### config.mk
export PLATFORM = sky130hd
export DESIGN_NAME = scd_decoder
export DESIGN_NICKNAME = d
export VERILOG_FILES = /design/src/rtl/scd_pkg.sv /design/src/rtl/scd_pins_if.sv /design/src/rtl/scd_pin_sync.sv /design/src/rtl/scd_decoder.sv
export SDC_FILE = /design/constraint.sdc
export NUM_CORES = 1
export LEC_CHECK = 0
export BUFFER_PORTS_ARGS = -buffer_cell sky130_fd_sc_hd__buf_4
export CORE_MARGIN = 4
export CORE_UTILIZATION = 48
export CTS_CLUSTER_DIAMETER = 120
export DETAILED_ROUTE_END_ITERATION = 6
export PLACE_DENSITY_LB_ADDON = 0.1
export SETUP_SLACK_MARGIN = 0.02
export SLEW_MARGIN = 20
export SYNTH_ARGS = -nofsm -noshare
export SYNTH_HDL_FRONTEND = slang
export SYNTH_SLANG_ARGS = --single-unit
### constraint.sdc
create_clock -name clk -period 3.1 [get_ports clk]
set_input_delay 0.31 -clock clk [delete_from_list [all_inputs] [get_ports clk]]
set_output_delay 0.31 -clock clk [all_outputs]
set_load 0.03 [all_outputs]
### src/rtl/scd_pkg.sv
package scd_pkg;
  localparam logic [1:0] TYPE_FAST = 2'h0;
  localparam logic [1:0] TYPE_SREAD = 2'h1;
  localparam logic [1:0] TYPE_WRITE = 2'h2;
  localparam logic [1:0] TYPE_IREAD = 2'h3;
  localparam logic [3:0] FC_START = 4'ha;
  localparam logic [3:0] FC_STANDBY = 4'hb;
  localparam logic [3:0] FC_ADC_OFF = 4'hc;
  localparam logic [3:0] FC_FULL_OFF = 4'hd;
  localparam logic [3:0] FC_RESET = 4'he;
  localparam logic [1:0] MODE_CONVERT = 2'h3;
  localparam logic [1:0] MODE_STANDBY = 2'h2;
  localparam logic [1:0] MODE_OFF = 2'h0;
  localparam logic [1:0] MODE_RST = 2'h0;
  localparam logic [7:0] CFG0_OFF = 8'h00;
  localparam logic [7:0] CFG0_RST = 8'h01;
  localparam logic [23:0] CONV_RST = 24'h000000;
  localparam logic [3:0] WR_ADDR_MIN = 4'h1;
  localparam logic [3:0] WR_ADDR_MAX = 4'hd;
  localparam logic [2:0] CNT_ADDR = 3'h1;
  localparam logic [2:0] CNT_LAST = 3'h7;
  localparam logic [2:0] FLAG_POR_ONLY = 3'h1;
  localparam int FLAG_DR = 2;
  localparam int FLAG_CRC = 1;
  localparam int FLAG_POR = 0;

  typedef enum logic [1:0] {
    ST_IDLE = 2'b00,
    ST_CMD = 2'b01,
    ST_DATA = 2'b10,
    ST_IGNORE = 2'b11
  } scd_state_t;
endpackage

### src/rtl/scd_pins_if.sv
`timescale 1ns/1ps
`default_nettype none
interface scd_pins_if;
  logic cs_active;
  logic cs_fall;
  logic cs_rise;
  logic sck_rise;
  logic sck_fall;
  logic sdi;
  modport sync (output cs_active, cs_fall, cs_rise, sck_rise, sck_fall, sdi);
  modport core (input cs_active, cs_fall, cs_rise, sck_rise, sck_fall, sdi);
endinterface
`default_nettype wire

### src/rtl/scd_pin_sync.sv
`timescale 1ns/1ps
`default_nettype none
module scd_pin_sync (
  input wire logic clk,
  input wire logic rst_n,
  input wire logic cs_n,
  input wire logic sck,
  input wire logic sdi,
  scd_pins_if.sync pins
);
  typedef struct packed {
    logic [2:0] meta;
    logic [2:0] stable;
    logic [1:0] last;
  } scd_sync_t;

  scd_sync_t s;
  scd_sync_t next_s;

  // two-stage capture, then edge finding on the second stage
  always_comb begin
    next_s = s;
    next_s.meta = {cs_n, sck, sdi};
    next_s.stable = s.meta;
    next_s.last = s.stable[2:1];
  end

  always_ff @(posedge clk) begin
    if (!rst_n) begin
      s <= '0;
      s.meta <= 3'h4;
      s.stable <= 3'h4;
      s.last <= 2'h2;
    end else begin
      s <= next_s;
    end
  end

  assign pins.cs_active = !s.stable[2];
  assign pins.cs_fall = s.last[1] && !s.stable[2];
  assign pins.cs_rise = !s.last[1] && s.stable[2];
  assign pins.sck_rise = !s.last[0] && s.stable[1];
  assign pins.sck_fall = s.last[0] && !s.stable[1];
  assign pins.sdi = s.stable[0];
endmodule
`default_nettype wire

### src/rtl/scd_decoder.sv
`timescale 1ns/1ps
`default_nettype none
module scd_decoder #(
  parameter logic [1:0] DEVICE_ADDRESS = 2'h1
) (
  input wire logic clk,
  input wire logic rst_n,
  input wire logic cs_n,
  input wire logic sck,
  input wire logic sdi,
  input wire logic fast_command_enable,
  input wire logic data_ready_event,
  input wire logic crc_error_event,
  input wire logic conv_valid,
  input wire logic [23:0] conv_data_in,
  input wire logic [7:0] rd_byte,
  output logic sdo,
  output logic sdo_oe_n,
  output logic [1:0] adc_mode,
  output logic [7:0] first_configuration_register,
  output logic [23:0] conv_data,
  output logic [2:0] status_flags,
  output logic full_reset,
  output logic write_start,
  output logic read_start,
  output logic [3:0] access_addr,
  output logic [1:0] access_type
);
  typedef struct packed {
    scd_pkg::scd_state_t st;
    logic [2:0] cnt;
    logic [7:0] shreg;
    logic [7:0] txbuf;
    logic [2:0] flags;
    logic [2:0] snap;
    logic sdo;
    logic sdo_oe_n;
    logic [1:0] adc_mode;
    logic [7:0] cfg0;
    logic [23:0] conv;
    logic full_reset;
    logic write_start;
    logic read_start;
    logic [3:0] addr;
    logic [1:0] ctype;
  } scd_core_t;

  scd_core_t s;
  scd_core_t next_s;
  scd_pins_if pins();

  logic addr_step;
  logic addr_ok;
  logic byte_end;
  logic [7:0] cmd_byte;
  logic fast_fire;
  logic [3:0] fcode;

  function automatic logic scd_writable(input logic [3:0] a);
    scd_writable = (a >= scd_pkg::WR_ADDR_MIN) && (a <= scd_pkg::WR_ADDR_MAX);
  endfunction

  function automatic logic scd_is_read(input logic [1:0] t);
    scd_is_read = t[0];
  endfunction

  scd_pin_sync u_sync (
    .clk(clk),
    .rst_n(rst_n),
    .cs_n(cs_n),
    .sck(sck),
    .sdi(sdi),
    .pins(pins)
  );

  assign addr_step = (s.st == scd_pkg::ST_CMD) && pins.sck_rise &&
                     (s.cnt == scd_pkg::CNT_ADDR);
  assign addr_ok = ({s.shreg[0], pins.sdi} == DEVICE_ADDRESS);
  assign byte_end = (s.st == scd_pkg::ST_CMD) && pins.sck_rise &&
                    (s.cnt == scd_pkg::CNT_LAST);
  assign cmd_byte = {s.shreg[6:0], pins.sdi};
  assign fcode = cmd_byte[5:2];
  assign fast_fire = byte_end && !pins.cs_rise &&
                     (cmd_byte[1:0] == scd_pkg::TYPE_FAST) &&
                     fast_command_enable;

  always_comb begin
    next_s = s;
    next_s.full_reset = 1'b0;
    next_s.write_start = 1'b0;
    next_s.read_start = 1'b0;
    if (byte_end) begin
      next_s.flags = s.flags & ~s.snap;
    end
    // late events kept for next frame
    if (data_ready_event) begin
      next_s.flags[scd_pkg::FLAG_DR] = 1'b1;
    end
    if (crc_error_event) begin
      next_s.flags[scd_pkg::FLAG_CRC] = 1'b1;
    end
    if (conv_valid) begin
      next_s.conv = conv_data_in;
    end
    case (s.st)
      scd_pkg::ST_IDLE: begin
        if (pins.cs_fall) begin
          next_s.st = scd_pkg::ST_CMD;
          next_s.cnt = 3'h0;
          next_s.shreg = 8'h00;
          next_s.txbuf = 8'h00;
          next_s.snap = 3'h0;
          next_s.sdo = 1'b0;
          next_s.sdo_oe_n = 1'b0;
        end
      end
      scd_pkg::ST_CMD: begin
        if (pins.sck_rise) begin
          next_s.shreg = cmd_byte;
          next_s.cnt = s.cnt + 3'h1;
          if (addr_step) begin
            if (addr_ok) begin
              next_s.txbuf = {2'h0, DEVICE_ADDRESS, ~DEVICE_ADDRESS[0],
                              s.flags};
              next_s.snap = s.flags;
            end else begin
              next_s.st = scd_pkg::ST_IGNORE;
              next_s.sdo_oe_n = 1'b1;
            end
          end
          if (byte_end) begin
            next_s.ctype = cmd_byte[1:0];
            next_s.addr = fcode;
            next_s.st = scd_pkg::ST_DATA;
            case (cmd_byte[1:0])
              scd_pkg::TYPE_FAST: begin
                next_s.sdo_oe_n = 1'b1;
              end
              scd_pkg::TYPE_WRITE: begin
                next_s.sdo_oe_n = 1'b1;
                next_s.write_start = scd_writable(fcode);
              end
              default: begin
                next_s.read_start = 1'b1;
              end
            endcase
          end
        end
        if (pins.sck_fall) begin
          next_s.sdo = s.txbuf[3'h7 - s.cnt];
        end
      end
      scd_pkg::ST_DATA: begin
        if (scd_is_read(s.ctype)) begin
          if (pins.sck_rise) begin
            next_s.cnt = s.cnt + 3'h1;
            if (s.cnt == scd_pkg::CNT_LAST) begin
              next_s.read_start = 1'b1;
              if (s.ctype == scd_pkg::TYPE_IREAD) begin
                next_s.addr = s.addr + 4'h1;
              end
            end
          end
          if (pins.sck_fall) begin
            if (s.cnt == 3'h0) begin
              next_s.txbuf = rd_byte;
              next_s.sdo = rd_byte[7];
            end else begin
              next_s.sdo = s.txbuf[3'h7 - s.cnt];
            end
          end
        end
      end
      scd_pkg::ST_IGNORE: begin
        next_s.sdo_oe_n = 1'b1;
      end
      default: begin
        next_s.st = scd_pkg::ST_IDLE;
      end
    endcase
    // fast command acts at bit eight
    if (fast_fire) begin
      case (fcode)
        scd_pkg::FC_START: next_s.adc_mode = scd_pkg::MODE_CONVERT;
        scd_pkg::FC_STANDBY: next_s.adc_mode = scd_pkg::MODE_STANDBY;
        scd_pkg::FC_ADC_OFF: next_s.adc_mode = scd_pkg::MODE_OFF;
        scd_pkg::FC_FULL_OFF: next_s.cfg0 = scd_pkg::CFG0_OFF;
        scd_pkg::FC_RESET: begin
          next_s.adc_mode = scd_pkg::MODE_RST;
          next_s.cfg0 = scd_pkg::CFG0_RST;
          next_s.conv = scd_pkg::CONV_RST;
          next_s.flags = scd_pkg::FLAG_POR_ONLY;
          next_s.full_reset = 1'b1;
        end
        default: begin
          next_s.full_reset = 1'b0;
        end
      endcase
    end
    if (pins.cs_rise) begin
      next_s.st = scd_pkg::ST_IDLE;
      next_s.sdo_oe_n = 1'b1;
      next_s.sdo = 1'b0;
      next_s.cnt = 3'h0;
      next_s.write_start = 1'b0;
      next_s.read_start = 1'b0;
    end
  end

  always_ff @(posedge clk) begin
    if (!rst_n) begin
      s <= '0;
      s.st <= scd_pkg::ST_IDLE;
      s.sdo_oe_n <= 1'b1;
      s.adc_mode <= scd_pkg::MODE_RST;
      s.cfg0 <= scd_pkg::CFG0_RST;
      s.conv <= scd_pkg::CONV_RST;
    end else begin
      s <= next_s;
    end
  end

  assign sdo = s.sdo;
  assign sdo_oe_n = s.sdo_oe_n;
  assign adc_mode = s.adc_mode;
  assign first_configuration_register = s.cfg0;
  assign conv_data = s.conv;
  assign status_flags = s.flags;
  assign full_reset = s.full_reset;
  assign write_start = s.write_start;
  assign read_start = s.read_start;
  assign access_addr = s.addr;
  assign access_type = s.ctype;
endmodule
`default_nettype wire

==> results of run 1 <==
-- area by class of cell --
type / count / area, sq um
clock buffers: 9 / 123.9
clock inverters: 7 / 88.84
fillers: 643 / 2883
inverters: 9 / 33.78
multi-input cells: 247 / 1670
flip-flops and latches: 70 / 1401
well taps: 96 / 120.1
repair buffers: 83 / 623.1
-- power by group through the flow --
stage	Clock [W]	Combinational [W]	Sequential [W]
3_5_place_dp	0	0.000383	0.000984
4_1_cts	0.000810	0.000385	0.000964
5_1_grt	0.000853	0.000416	0.000970
6_report	0.000790	0.000382	0.000964
3_3_place_gp	0	0.000379	0.000983
2_1_floorplan	0	0.000277	0.000995
-- worst reg2reg max path, cell delays in order (launching register included) --
cell and delay, ns:
dfxtp_1 0.50, ha_1 0.21, ha_1 0.28, nand4b_1 0.23, or4_1 0.71, o21ai_4 0.19, buf_4 0.28, nor2_1 0.09
-- registers in the layout, indices dropped and copies added, names as in the netlist --
signal	count
write_start	1
full_reset	1
u_sync.next_s	5
access_type	2
adc_mode	2
sdo_oe_n	1
cmd_byte	5
read_start	1
u_sync.pins.sdi	1
conv_data	24
first_configuration_register	1
sdo	1
access_addr	4
s	16
status_flags	3
u_sync.s	2
-- per-stage QoR --
step / util / instance area (sq um)
2_1_floorplan: - / 3525
3_3_place_gp: 0.5542 / 3849
3_5_place_dp: 0.5542 / 3849
4_1_cts: 0.5849 / 4061
5_1_grt: 0.5849 / 4061
6_report: 0.5849 / 4061
-- cells by family (layout without fill, tap and decap cells) --
kind of cell,after synthesis,count (layout),synth area share
buffers and inverters,75,108,0.1293
flip-flops,70,70,0.4001
XOR/XNOR,1,1,0.002501
adder cells (fa/ha/maj),10,10,0.03573
multiplexers,38,38,0.1122
AO/OA/AOI/OAI,62,62,0.1272
other,1,7,0.001071
AND/OR/NAND/NOR,129,129,0.1919
-- synth_stat cells, types with 4 or more instances --
cell type / number / area share
ha_1: 10 / 0.036
o21ai_0: 9 / 0.013
inv_1: 9 / 0.0096
a21o_1: 4 / 0.0086
nand2_1: 30 / 0.032
mux2i_1: 37 / 0.11
and2_1: 10 / 0.018
a21oi_1: 18 / 0.026
clkbuf_1: 16 / 0.017
nand3_1: 15 / 0.021
nor2b_1: 4 / 0.0071
a221oi_1: 4 / 0.010
nand2b_1: 14 / 0.025
nor2_1: 33 / 0.035
dfxtp_1: 70 / 0.40
buf_4: 45 / 0.096
or4_1: 4 / 0.0086
nand4b_1: 4 / 0.010
-- metal layers --
| layer | track usage | routed length, um | vias up |
|---|---|---|---|
| met5 | 0 | 0 | - |
| met4 | 0.08913 | 129 | 0 |
| met3 | 0.03379 | 529 | 9 |
| met2 | 0.2674 | 3378 | 94 |
| met1 | 0.2367 | 3454 | 1289 |
| li1 | - | - | 1362 |
-- path summary, 6_finish.rpt --
path | to | slack (ns) | depth (start not counted)
setup / recovery | status_flags[2]$_SDFF_PN0_ | 0.49 | 7
hold / removal | u_sync.next_s[4]$_SDFF_PN1_ | 0.15 | 2
setup reg to reg | status_flags[2]$_SDFF_PN0_ | 0.49 | 7
hold reg to reg | u_sync.next_s[1]$_SDFF_PN1_ | 0.41 | 1
==> flow_metrics.env, run 1 <==
export IMPL_p_comb_frac=0.179
export IMPL_syn_area_sq_mm=0.003502
export IMPL_grt_first_pass_wirelength_mm=12.25
export IMPL_regToRegStartpoint="s[67]$_SDFFE_PP0P_"
export IMPL_nets=471
export IMPL_synth_seq_cells=70
export IMPL_hold_viol=0
export IMPL_max_cap_viol_count=0
export IMPL_worstPathCellList="ha_1 > ha_1 > nand4b_1 > or4_1 > o21ai_4 > buf_4 > nor2_1"
export IMPL_fin_total_pwr_w=0.002137
export IMPL_fin_crit_ns=2.606
export IMPL_grt_usage=0.1760
export IMPL_layout_common_cells="buf_4 (83), dfxtp_1 (70), mux2i_1 (37)"
export IMPL_synth_enable_flop_cells=0
export IMPL_required_ns=3.33
export IMPL_outcome="finished clean"
export IMPL_grt_pass1_vias=2509
export IMPL_critPathLaunchType="flop"
export IMPL_p_leak_nw=1.806
export IMPL_max_freq_mhz=383.7
export IMPL_worstPathMaxFanout=26
export IMPL_htree_levels=3
export IMPL_cp_top_family="simple AND/OR/NAND/NOR gates"
export IMPL_dpl_hpwl_mm=5.371
export IMPL_synth_avg_cell_area_sq_um=9.073
export IMPL_cts_resized=0
export IMPL_whs_ns=0.1514
export IMPL_grt_ovfl_total=0
export IMPL_crit_buf_inv=1
export IMPL_grt_max_degree=28
export IMPL_p_per_area_mw_per_mm2=526.1
export IMPL_ys_flop_type="dfxtp_1"
export IMPL_die_area_sq_mm=0.008726
export IMPL_drt_pass1_iter_count=4
export IMPL_die_w_um=93.42
export IMPL_cpPeakStageDelay_ns=0.71
export IMPL_power_share_clock=0.370
export IMPL_arrival_ns=2.83
export IMPL_vias=2754
export IMPL_hold_start="cs_n"
export IMPL_drive_gt1_frac=0.2518
export IMPL_setup_violations=0
export IMPL_cts_tree="built"
export IMPL_finalWirelength_mm=7.492
export IMPL_cp_common_cell="ha_1"
export IMPL_layout_setup_ws_ns=0.4936
export IMPL_cts_hold_buffers=0
export IMPL_slew_viol_final=0
export IMPL_cts_buffer_depth=2
export IMPL_clkTransAtPathRegs_ns=0.07
export IMPL_post_synth_num_cell_types=52
export IMPL_io_buffers=81
export IMPL_irDropWorstVdd_mv=0.2278
export IMPL_syn_to_final_growth_pct=15.97
export IMPL_min_path_type="in2reg"
export IMPL_end_kind="flop"
export IMPL_layout_commonest_cell="buf_4"
export IMPL_seq_power_share=0.451
export IMPL_finClkSkew_ns=0.006671
export IMPL_drt_iter0_drc=143
export IMPL_die_h_um=93.42
export IMPL_swShare=0.2804
export IMPL_slew_headroom=0.5590
export IMPL_startpoint="s[67]$_SDFFE_PP0P_"
export IMPL_p_int_w=0.001538
export IMPL_ant_nets=0
export IMPL_num_antenna_cells=0
export IMPL_antenna_found_initial=0
export IMPL_tightest_slew_ns=0.6615
export IMPL_pre_cts_slack_ns=0.5036
export IMPL_synth_warnings=0
export IMPL_cts_sinks=70
export IMPL_synthArstFlopShare=0
export IMPL_place_congestion=0.8622
export IMPL_switchingPower_w=0.0005992
export IMPL_core_area_sq_mm=0.006944
export IMPL_ioPinCount=89
export IMPL_fin_setup_tns_ns=0
export IMPL_wl_per_cell_um=14.38
export IMPL_route_detailed_drc=0
export IMPL_rows=30
export IMPL_slowest_stage="or4_1"
export IMPL_syn_inst=386
export IMPL_cts_buffers=9
export IMPL_critPathKind="reg2reg"
export IMPL_grt_setup_unrepaired="no"
export IMPL_post_cts_setup_buffers=0
export IMPL_ys_seq_area_frac=0.4001
export IMPL_initial_core_util=0.5043
export IMPL_clk_latency_ns=0.34
export IMPL_fin_cells=521
export IMPL_dp_cells=505
export IMPL_root_buffer="clkbuf_8"
export IMPL_drt_vias_per_instance=5.286
export IMPL_post_route_period_util=0.8408
No activity file was read; power rests on OpenSTA's default activity.
==> run 2: changes to the inputs <==
--- a/config.mk
+++ b/config.mk
@@ -5,6 +5,7 @@
 export SDC_FILE = /design/constraint.sdc
 export NUM_CORES = 1
 export LEC_CHECK = 0
+export ABC_AREA = 1
 export BUFFER_PORTS_ARGS = -buffer_cell sky130_fd_sc_hd__buf_4
 export CORE_MARGIN = 4
 export CORE_UTILIZATION = 48
==> constraint.sdc (replaced) <==
create_clock -name clk -period 2.7 [get_ports clk]
set_input_delay 0.27 -clock clk [delete_from_list [all_inputs] [get_ports clk]]
set_output_delay 0.27 -clock clk [all_outputs]
set_load 0.03 [all_outputs]
==> flow_metrics.env, run 2 <==
export IMPL_slowest_stage="dfxtp_1"
export IMPL_cts_hold_buffers=0
export IMPL_critPathLaunchType="flop"
export IMPL_synth_area_leader_cell="dfxtp_1"
export IMPL_final_core_util=0.5764
export IMPL_syn_area_sq_mm=0.003462
export IMPL_r2r_cells=7
export IMPL_grt_setup_unrepaired="no"
export IMPL_vias=2776
export IMPL_rows=30
export IMPL_power_share_clock=0.225
export IMPL_ys_seq_area_frac=0.4048
export IMPL_die_area_sq_mm=0.008635
export IMPL_nFillCells=667
export IMPL_synth_avg_cell_area_sq_um=7.904
export IMPL_grt_ovfl_total=0
export IMPL_cp_common_cell="ha_1"
export IMPL_post_synth_num_cell_types=38
export IMPL_drive_gt1_frac=0.2469
export IMPL_required_ns=2.92
export IMPL_seq_power_share=0.408
export IMPL_num_antenna_cells=0
export IMPL_worst_hold_path_endpoint="u_sync.next_s[2]$_SDFF_PN0_"
export IMPL_critPathKind="reg2reg"
export IMPL_die_w_um=92.93
export IMPL_rrSetupSlack_ns=0.66
export IMPL_timing_rr_end="conv_data[21]$_SDFF_PN0_"
export IMPL_place_congestion=0.8811
export IMPL_end_kind="flop"
export IMPL_initial_core_util=0.5013
export IMPL_synth_top_area_share=0.4048
export IMPL_wl_per_cell_um=12.42
export IMPL_largest_reg_flops=24
export IMPL_hold_path_depth=3
export IMPL_synth_enable_flop_cells=0
export IMPL_hold_start="sdi"
export IMPL_grt_first_pass_wirelength_mm=11.90
export IMPL_fin_setup_tns_ns=0
export IMPL_p_per_area_mw_per_mm2=796.7
export IMPL_synth_top_family_by_area="simple AND/OR/NAND/NOR gates"
export IMPL_cts_resized=0
export IMPL_swShare=0.3986
export IMPL_layout_common_cells="buf_4 (83), nand2_1 (81), dfxtp_1 (70)"
export IMPL_htree_levels=3
export IMPL_pre_cts_slack_ns=0.6378
export IMPL_synthArstFlopShare=0
export IMPL_ioPinCount=89
export IMPL_post_cts_setup_buffers=0
export IMPL_finClkSkew_ns=0.009951
export IMPL_synthTopCellsByArea="dfxtp_1 (40%), buf_4 (9.5%), nand2_1 (8.8%)"
export IMPL_nets=533
export IMPL_dpl_hpwl_mm=5.420
export IMPL_drt_vias_per_instance=4.770
export IMPL_switchingPower_w=0.001264
export IMPL_die_h_um=92.93
export IMPL_route_detailed_drc=0
export IMPL_worstPathMaxFanout=26
export IMPL_setup_violations=0
export IMPL_clkTransAtPathRegs_ns=0.07
export IMPL_drt_pass1_iter_count=4
export IMPL_io_buffers=81
export IMPL_irDropWorstVdd_mv=0.5243
export IMPL_synth_xor_area_share=0.002530
export IMPL_yosys_area_share_simple=0.2201
export IMPL_synthMostInstantiatedCell="nand2_1"
export IMPL_grt_usage=0.1737
export IMPL_arrival_ns=2.26
export IMPL_fin_total_pwr_w=0.003172
export IMPL_netlist_top_cells_count="nand2_1 (81), dfxtp_1 (70), nor2_1 (52)"
export IMPL_ys_flop_type="dfxtp_1"
export IMPL_antenna_found_initial=0
export IMPL_fin_crit_ns=2.039
export IMPL_max_freq_mhz=490.3
export IMPL_regToRegStartpoint="s[67]$_SDFFE_PP0P_"
export IMPL_cts_tree="built"
export IMPL_max_cap_viol_count=0
export IMPL_root_buffer="clkbuf_8"
export IMPL_cts_buffer_depth=2
export IMPL_core_area_sq_mm=0.006907
export IMPL_outcome="finished clean"
export IMPL_synth_compound_area_share=0.1055
export IMPL_layout_setup_ws_ns=0.6605
export IMPL_layout_commonest_cell="buf_4"
export IMPL_p_leak_nw=1.872
export IMPL_p_int_w=0.001908
export IMPL_hold_viol=0
export IMPL_slew_viol_final=0
export IMPL_syn_inst=438
export IMPL_ant_nets=0
export IMPL_min_path_type="in2reg"
export IMPL_worstPathCellList="ha_1 > ha_1 > nand3_4 > inv_2 > nand4_2 > nand2_2 > nor2_1"
export IMPL_p_comb_frac=0.367
export IMPL_synthAdderAreaFrac=0.03614
export IMPL_grt_max_degree=27
export IMPL_muxShareOfSynthArea=0.06939
export IMPL_post_route_period_util=0.7554
export IMPL_synth_warnings=0
export IMPL_grt_pass1_vias=2536
export IMPL_syn_to_final_growth_pct=15.00
export IMPL_clk_latency_ns=0.35
export IMPL_cts_sinks=70
export IMPL_cpPeakStageDelay_ns=0.46
export IMPL_cts_buffers=9
export IMPL_finalWirelength_mm=7.227
export IMPL_synth_seq_cells=70
export IMPL_drt_iter0_drc=116
## run 2: changes by cell type after synthesis, moves of 7 or more
cell / change
inv_1: +25
clkbuf_1: -11
mux2i_1: -13
o21ai_0: +8
nand2_1: +51
a21oi_1: +13
nor2_1: +19
nand2b_1: -14
a211oi_1: +7
and2_1: -10
## run 2: cells by family (layout without fill, tap and decap cells)
| group | Yosys count | count (layout) |
|---|---|---|
| compound gates | 64 | 64 |
| xor+xnor | 1 | 1 |
| fa+ha+maj | 10 | 10 |
| buf+inv | 95 | 137 |
| flops | 70 | 70 |
| mux | 24 | 24 |
| other cells | 1 | 7 |
| simple gates | 173 | 173 |
## run 2: layout make-up
type	instances	area, sq um	area share
clock inverters	6	38.79	0.009742
inverters	39	146.4	0.03677
repair buffers	83	623.1	0.1565
multi-input cells	279	1528	0.3837
clock buffers	9	123.9	0.03111
well taps	96	120.1	0.03017
flip-flops and latches	70	1401	0.3520
## run 2: worst max path at each step
stage,start,end,slack (ns),cells past startpoint
floorplan,s[70]$_SDFFE_PP0P_,s[56]$_SDFFE_PN0P_,1.12,13
global placement,s[67]$_SDFFE_PP0P_,conv_data[21]$_SDFF_PN0_,0.67,7
detailed placement,s[67]$_SDFFE_PP0P_,conv_data[5]$_SDFF_PN0_,0.64,7
CTS,s[67]$_SDFFE_PP0P_,conv_data[21]$_SDFF_PN0_,0.62,7
global route,s[67]$_SDFFE_PP0P_,conv_data[12]$_SDFF_PN0_,0.42,7
finish,s[67]$_SDFFE_PP0P_,conv_data[21]$_SDFF_PN0_,0.66,7
## run 2: power groups by stage
stage,clock network (W),registers (W),logic (W)
3_5_place_dp,0,0.00131,0.00116
4_1_cts,0.000738,0.00129,0.00116
5_1_grt,0.000792,0.00131,0.00131
3_3_place_gp,0,0.00131,0.00114
2_1_floorplan,0,0.00130,0.000963
6_report,0.000714,0.00129,0.00116
## run 2: per-layer routing
| metal | wire length (um) | global-route usage | up-vias | part of all wire |
|---|---|---|---|---|
| met5 | 0 | 0 | - | 0 |
| met4 | 108 | 0.05739 | 0 | 0.015 |
| met3 | 525 | 0.06336 | 11 | 0.073 |
| met2 | 3306 | 0.2681 | 84 | 0.46 |
| met1 | 3288 | 0.2245 | 1229 | 0.45 |
| li1 | - | - | 1452 | - |
## run 2: critical path, delay by kind of cell, from the launching register on
kind	cells	cell delay, ns
and+or+nand+nor	4	0.82
adders and majority gates	2	0.43
DFF	1	0.46
buffers and inverters	1	0.21
## run 2: per-stage QoR
| step | hold slack (ns) | instance area, sq um | cells |
|---|---|---|---|
| 6_report | 0.1073 | 3981 | 582 |
| 4_1_cts | 0.08940 | 3981 | 582 |
| 3_3_place_gp | 0.3953 | 3819 | 567 |
| 2_1_floorplan | 0.3676 | 3485 | 444 |
| 3_5_place_dp | 0.4020 | 3819 | 567 |
| 5_1_grt | 0.09641 | 3981 | 582 |
==> run 3: changes to the inputs <==
--- a/config.mk
+++ b/config.mk
@@ -5,7 +5,7 @@
 export SDC_FILE = /design/constraint.sdc
 export NUM_CORES = 1
 export LEC_CHECK = 0
-export ABC_AREA = 1
+export ABC_AREA = 0
 export BUFFER_PORTS_ARGS = -buffer_cell sky130_fd_sc_hd__buf_4
 export CORE_MARGIN = 4
 export CORE_UTILIZATION = 48
==> constraint.sdc (replaced) <==
create_clock -name clk -period 1.96 [get_ports clk]
set_input_delay 0.196 -clock clk [delete_from_list [all_inputs] [get_ports clk]]
set_output_delay 0.196 -clock clk [all_outputs]
set_load 0.03 [all_outputs]
==> flow_metrics.env, run 3 (synthesis results as in run 1) <==
export IMPL_hold_path_depth=2
export IMPL_worst_hold_path_endpoint="u_sync.next_s[4]$_SDFF_PN1_"
export IMPL_outcome="finished clean"
export IMPL_die_h_um=93.42
export IMPL_cts_hold_buffers=0
export IMPL_ant_nets=0
export IMPL_dpl_hpwl_mm=5.755
export IMPL_die_w_um=93.42
export IMPL_grt_max_degree=28
export IMPL_grt_usage=0.1804
export IMPL_num_antenna_cells=0
export IMPL_irDropWorstVdd_mv=0.3989
export IMPL_place_congestion=0.9198
export IMPL_grt_busiest_layer="met2"
export IMPL_wl_per_cell_um=14.29
export IMPL_fin_total_pwr_w=0.003370
export IMPL_clkTransAtPathRegs_ns=0.08
export IMPL_largest_reg_flops=24
export IMPL_layout_common_cells="buf_4 (102), dfxtp_1 (65), mux2i_1 (37)"
export IMPL_hold_start="cs_n"
export IMPL_timing_rr_end="s[51]$_SDFFE_PN0P_"
export IMPL_p_per_area_mw_per_mm2=788.2
export IMPL_nets=492
export IMPL_hold_viol=0
export IMPL_whs_ns=0.03905
export IMPL_drt_iter0_drc=94
export IMPL_grt_first_pass_wirelength_mm=12.50
export IMPL_worstPathMaxFanout=8
export IMPL_drive_gt1_frac=0.3117
export IMPL_critPathKind="reg2reg"
export IMPL_drt_vias_per_instance=5.194
export IMPL_drt_pass1_iter_count=4
export IMPL_htree_levels=3
export IMPL_route_detailed_drc=0
export IMPL_antenna_found_initial=0
export IMPL_startpoint="s[71]$_SDFFE_PP0P_"
export IMPL_min_path_type="in2reg"
export IMPL_arrival_ns=2.15
export IMPL_cts_tree="built"
export IMPL_root_buffer="clkbuf_8"
export IMPL_ioPinCount=89
export IMPL_clk_latency_ns=0.34
export IMPL_grt_use_met3=0.04666
export IMPL_finClkSkew_ns=0.009699
export IMPL_core_area_sq_mm=0.006944
export IMPL_rows=30
export IMPL_grt_pass1_vias=2564
export IMPL_layout_commonest_cell="buf_4"
export IMPL_rrSetupSlack_ns=0.07
export IMPL_vias=2815
export IMPL_seqCellArea_sq_mm=0.001413
export IMPL_regToRegStartpoint="s[71]$_SDFFE_PP0P_"
export IMPL_cts_buffer_depth=2
export IMPL_critPathLaunchType="flop"
export IMPL_multi_input_area_sq_mm=0.001713
export IMPL_initial_core_util=0.5043
export IMPL_grt_ovfl_total=0
export IMPL_slew_viol_final=0
export IMPL_use_met1=0.2375
export IMPL_setup_violations=0
export IMPL_globalRouteMet2Util=0.2805
export IMPL_cts_sinks=70
export IMPL_finalWirelength_mm=7.744
export IMPL_fin_crit_ns=1.886
export IMPL_required_ns=2.22
export IMPL_io_buffers=81
export IMPL_die_area_sq_mm=0.008726
export IMPL_r2r_cells=6
export IMPL_max_freq_mhz=530.3
export IMPL_end_kind="flop"
export IMPL_max_cap_viol_count=0
export IMPL_p_leak_nw=1.896
export IMPL_grt_setup_unrepaired="yes"
export IMPL_post_route_period_util=0.9621
export IMPL_nFillCells=629
export IMPL_syn_to_final_growth_pct=22.08
export IMPL_cts_buffers=9
run 3: what timing repair did:
| item | 4_1_cts | 5_1_grt |
|---|---|---|
| pin swaps | 1 | 0 |
| gates resized for setup | 2 | 10 |
| cloned | 0 | 0 |
| endpoints found under the setup margin | 2 | 48 |
| setup buffers | 0 | 1 |
run 3: cell type report:
type	count	area share
Clock buffer	10	0.02985
Clock inverter	6	0.01668
Inverter	9	0.007902
Multi-Input combinational cell	247	0.4006
Sequential cell	70	0.3304
Tap cell	96	0.02809
Timing Repair Buffer	104	0.1864
run 3: per-layer routing:
| metal | vias to the layer above | part of all wire | routed length, um |
|---|---|---|---|
| met1 | 1307 | 0.45 | 3457 |
| met5 | - | 0 | 0 |
| li1 | 1408 | - | - |
| met3 | 10 | 0.077 | 598 |
| met4 | 0 | 0.015 | 118 |
| met2 | 90 | 0.46 | 3569 |
run 3: worst max path at each step:
stage | to | cells after the start
after floorplan | s[53]$_SDFFE_PN0P_ | 8
after global placement | adc_mode[1]$_SDFFE_PN0P_ | 6
after detailed placement | s[52]$_SDFFE_PN0P_ | 7
after CTS | adc_mode[1]$_SDFFE_PN0P_ | 7
after global routing | s[51]$_SDFFE_PN0P_ | 8
final | s[51]$_SDFFE_PN0P_ | 6
run 3: per-stage QoR:
step                      cells    util  setup slack, ns  area [sq um]  setup TNS (ns)
after floorplan             392       -          0.02258          3567               0
after global placement      525  0.5820          0.07198          4041               0
after detailed placement    525  0.5820         0.009459          4041               0
after CTS                   541  0.6112          0.02950          4244               0
after global routing        542  0.6157         -0.02747          4275        -0.02747
final                       542  0.6157          0.07426          4275               0
run 3: worst max-delay path, cell delays in order (launching register included):
cell and delay (ns):
dfxtp_2 0.35, inv_1 0.09, ha_2 0.21, a22o_1 0.28, or4b_1 0.55, buf_6 0.17
mux2i_1 0.17
run 3: report_power, final:
group / switching, W / internal [W]
Sequential: 0.0000415 / 0.00148
Clock: 0.000567 / 0.000597
Combinational: 0.000381 / 0.000303
Total: 0.000989 / 0.00238
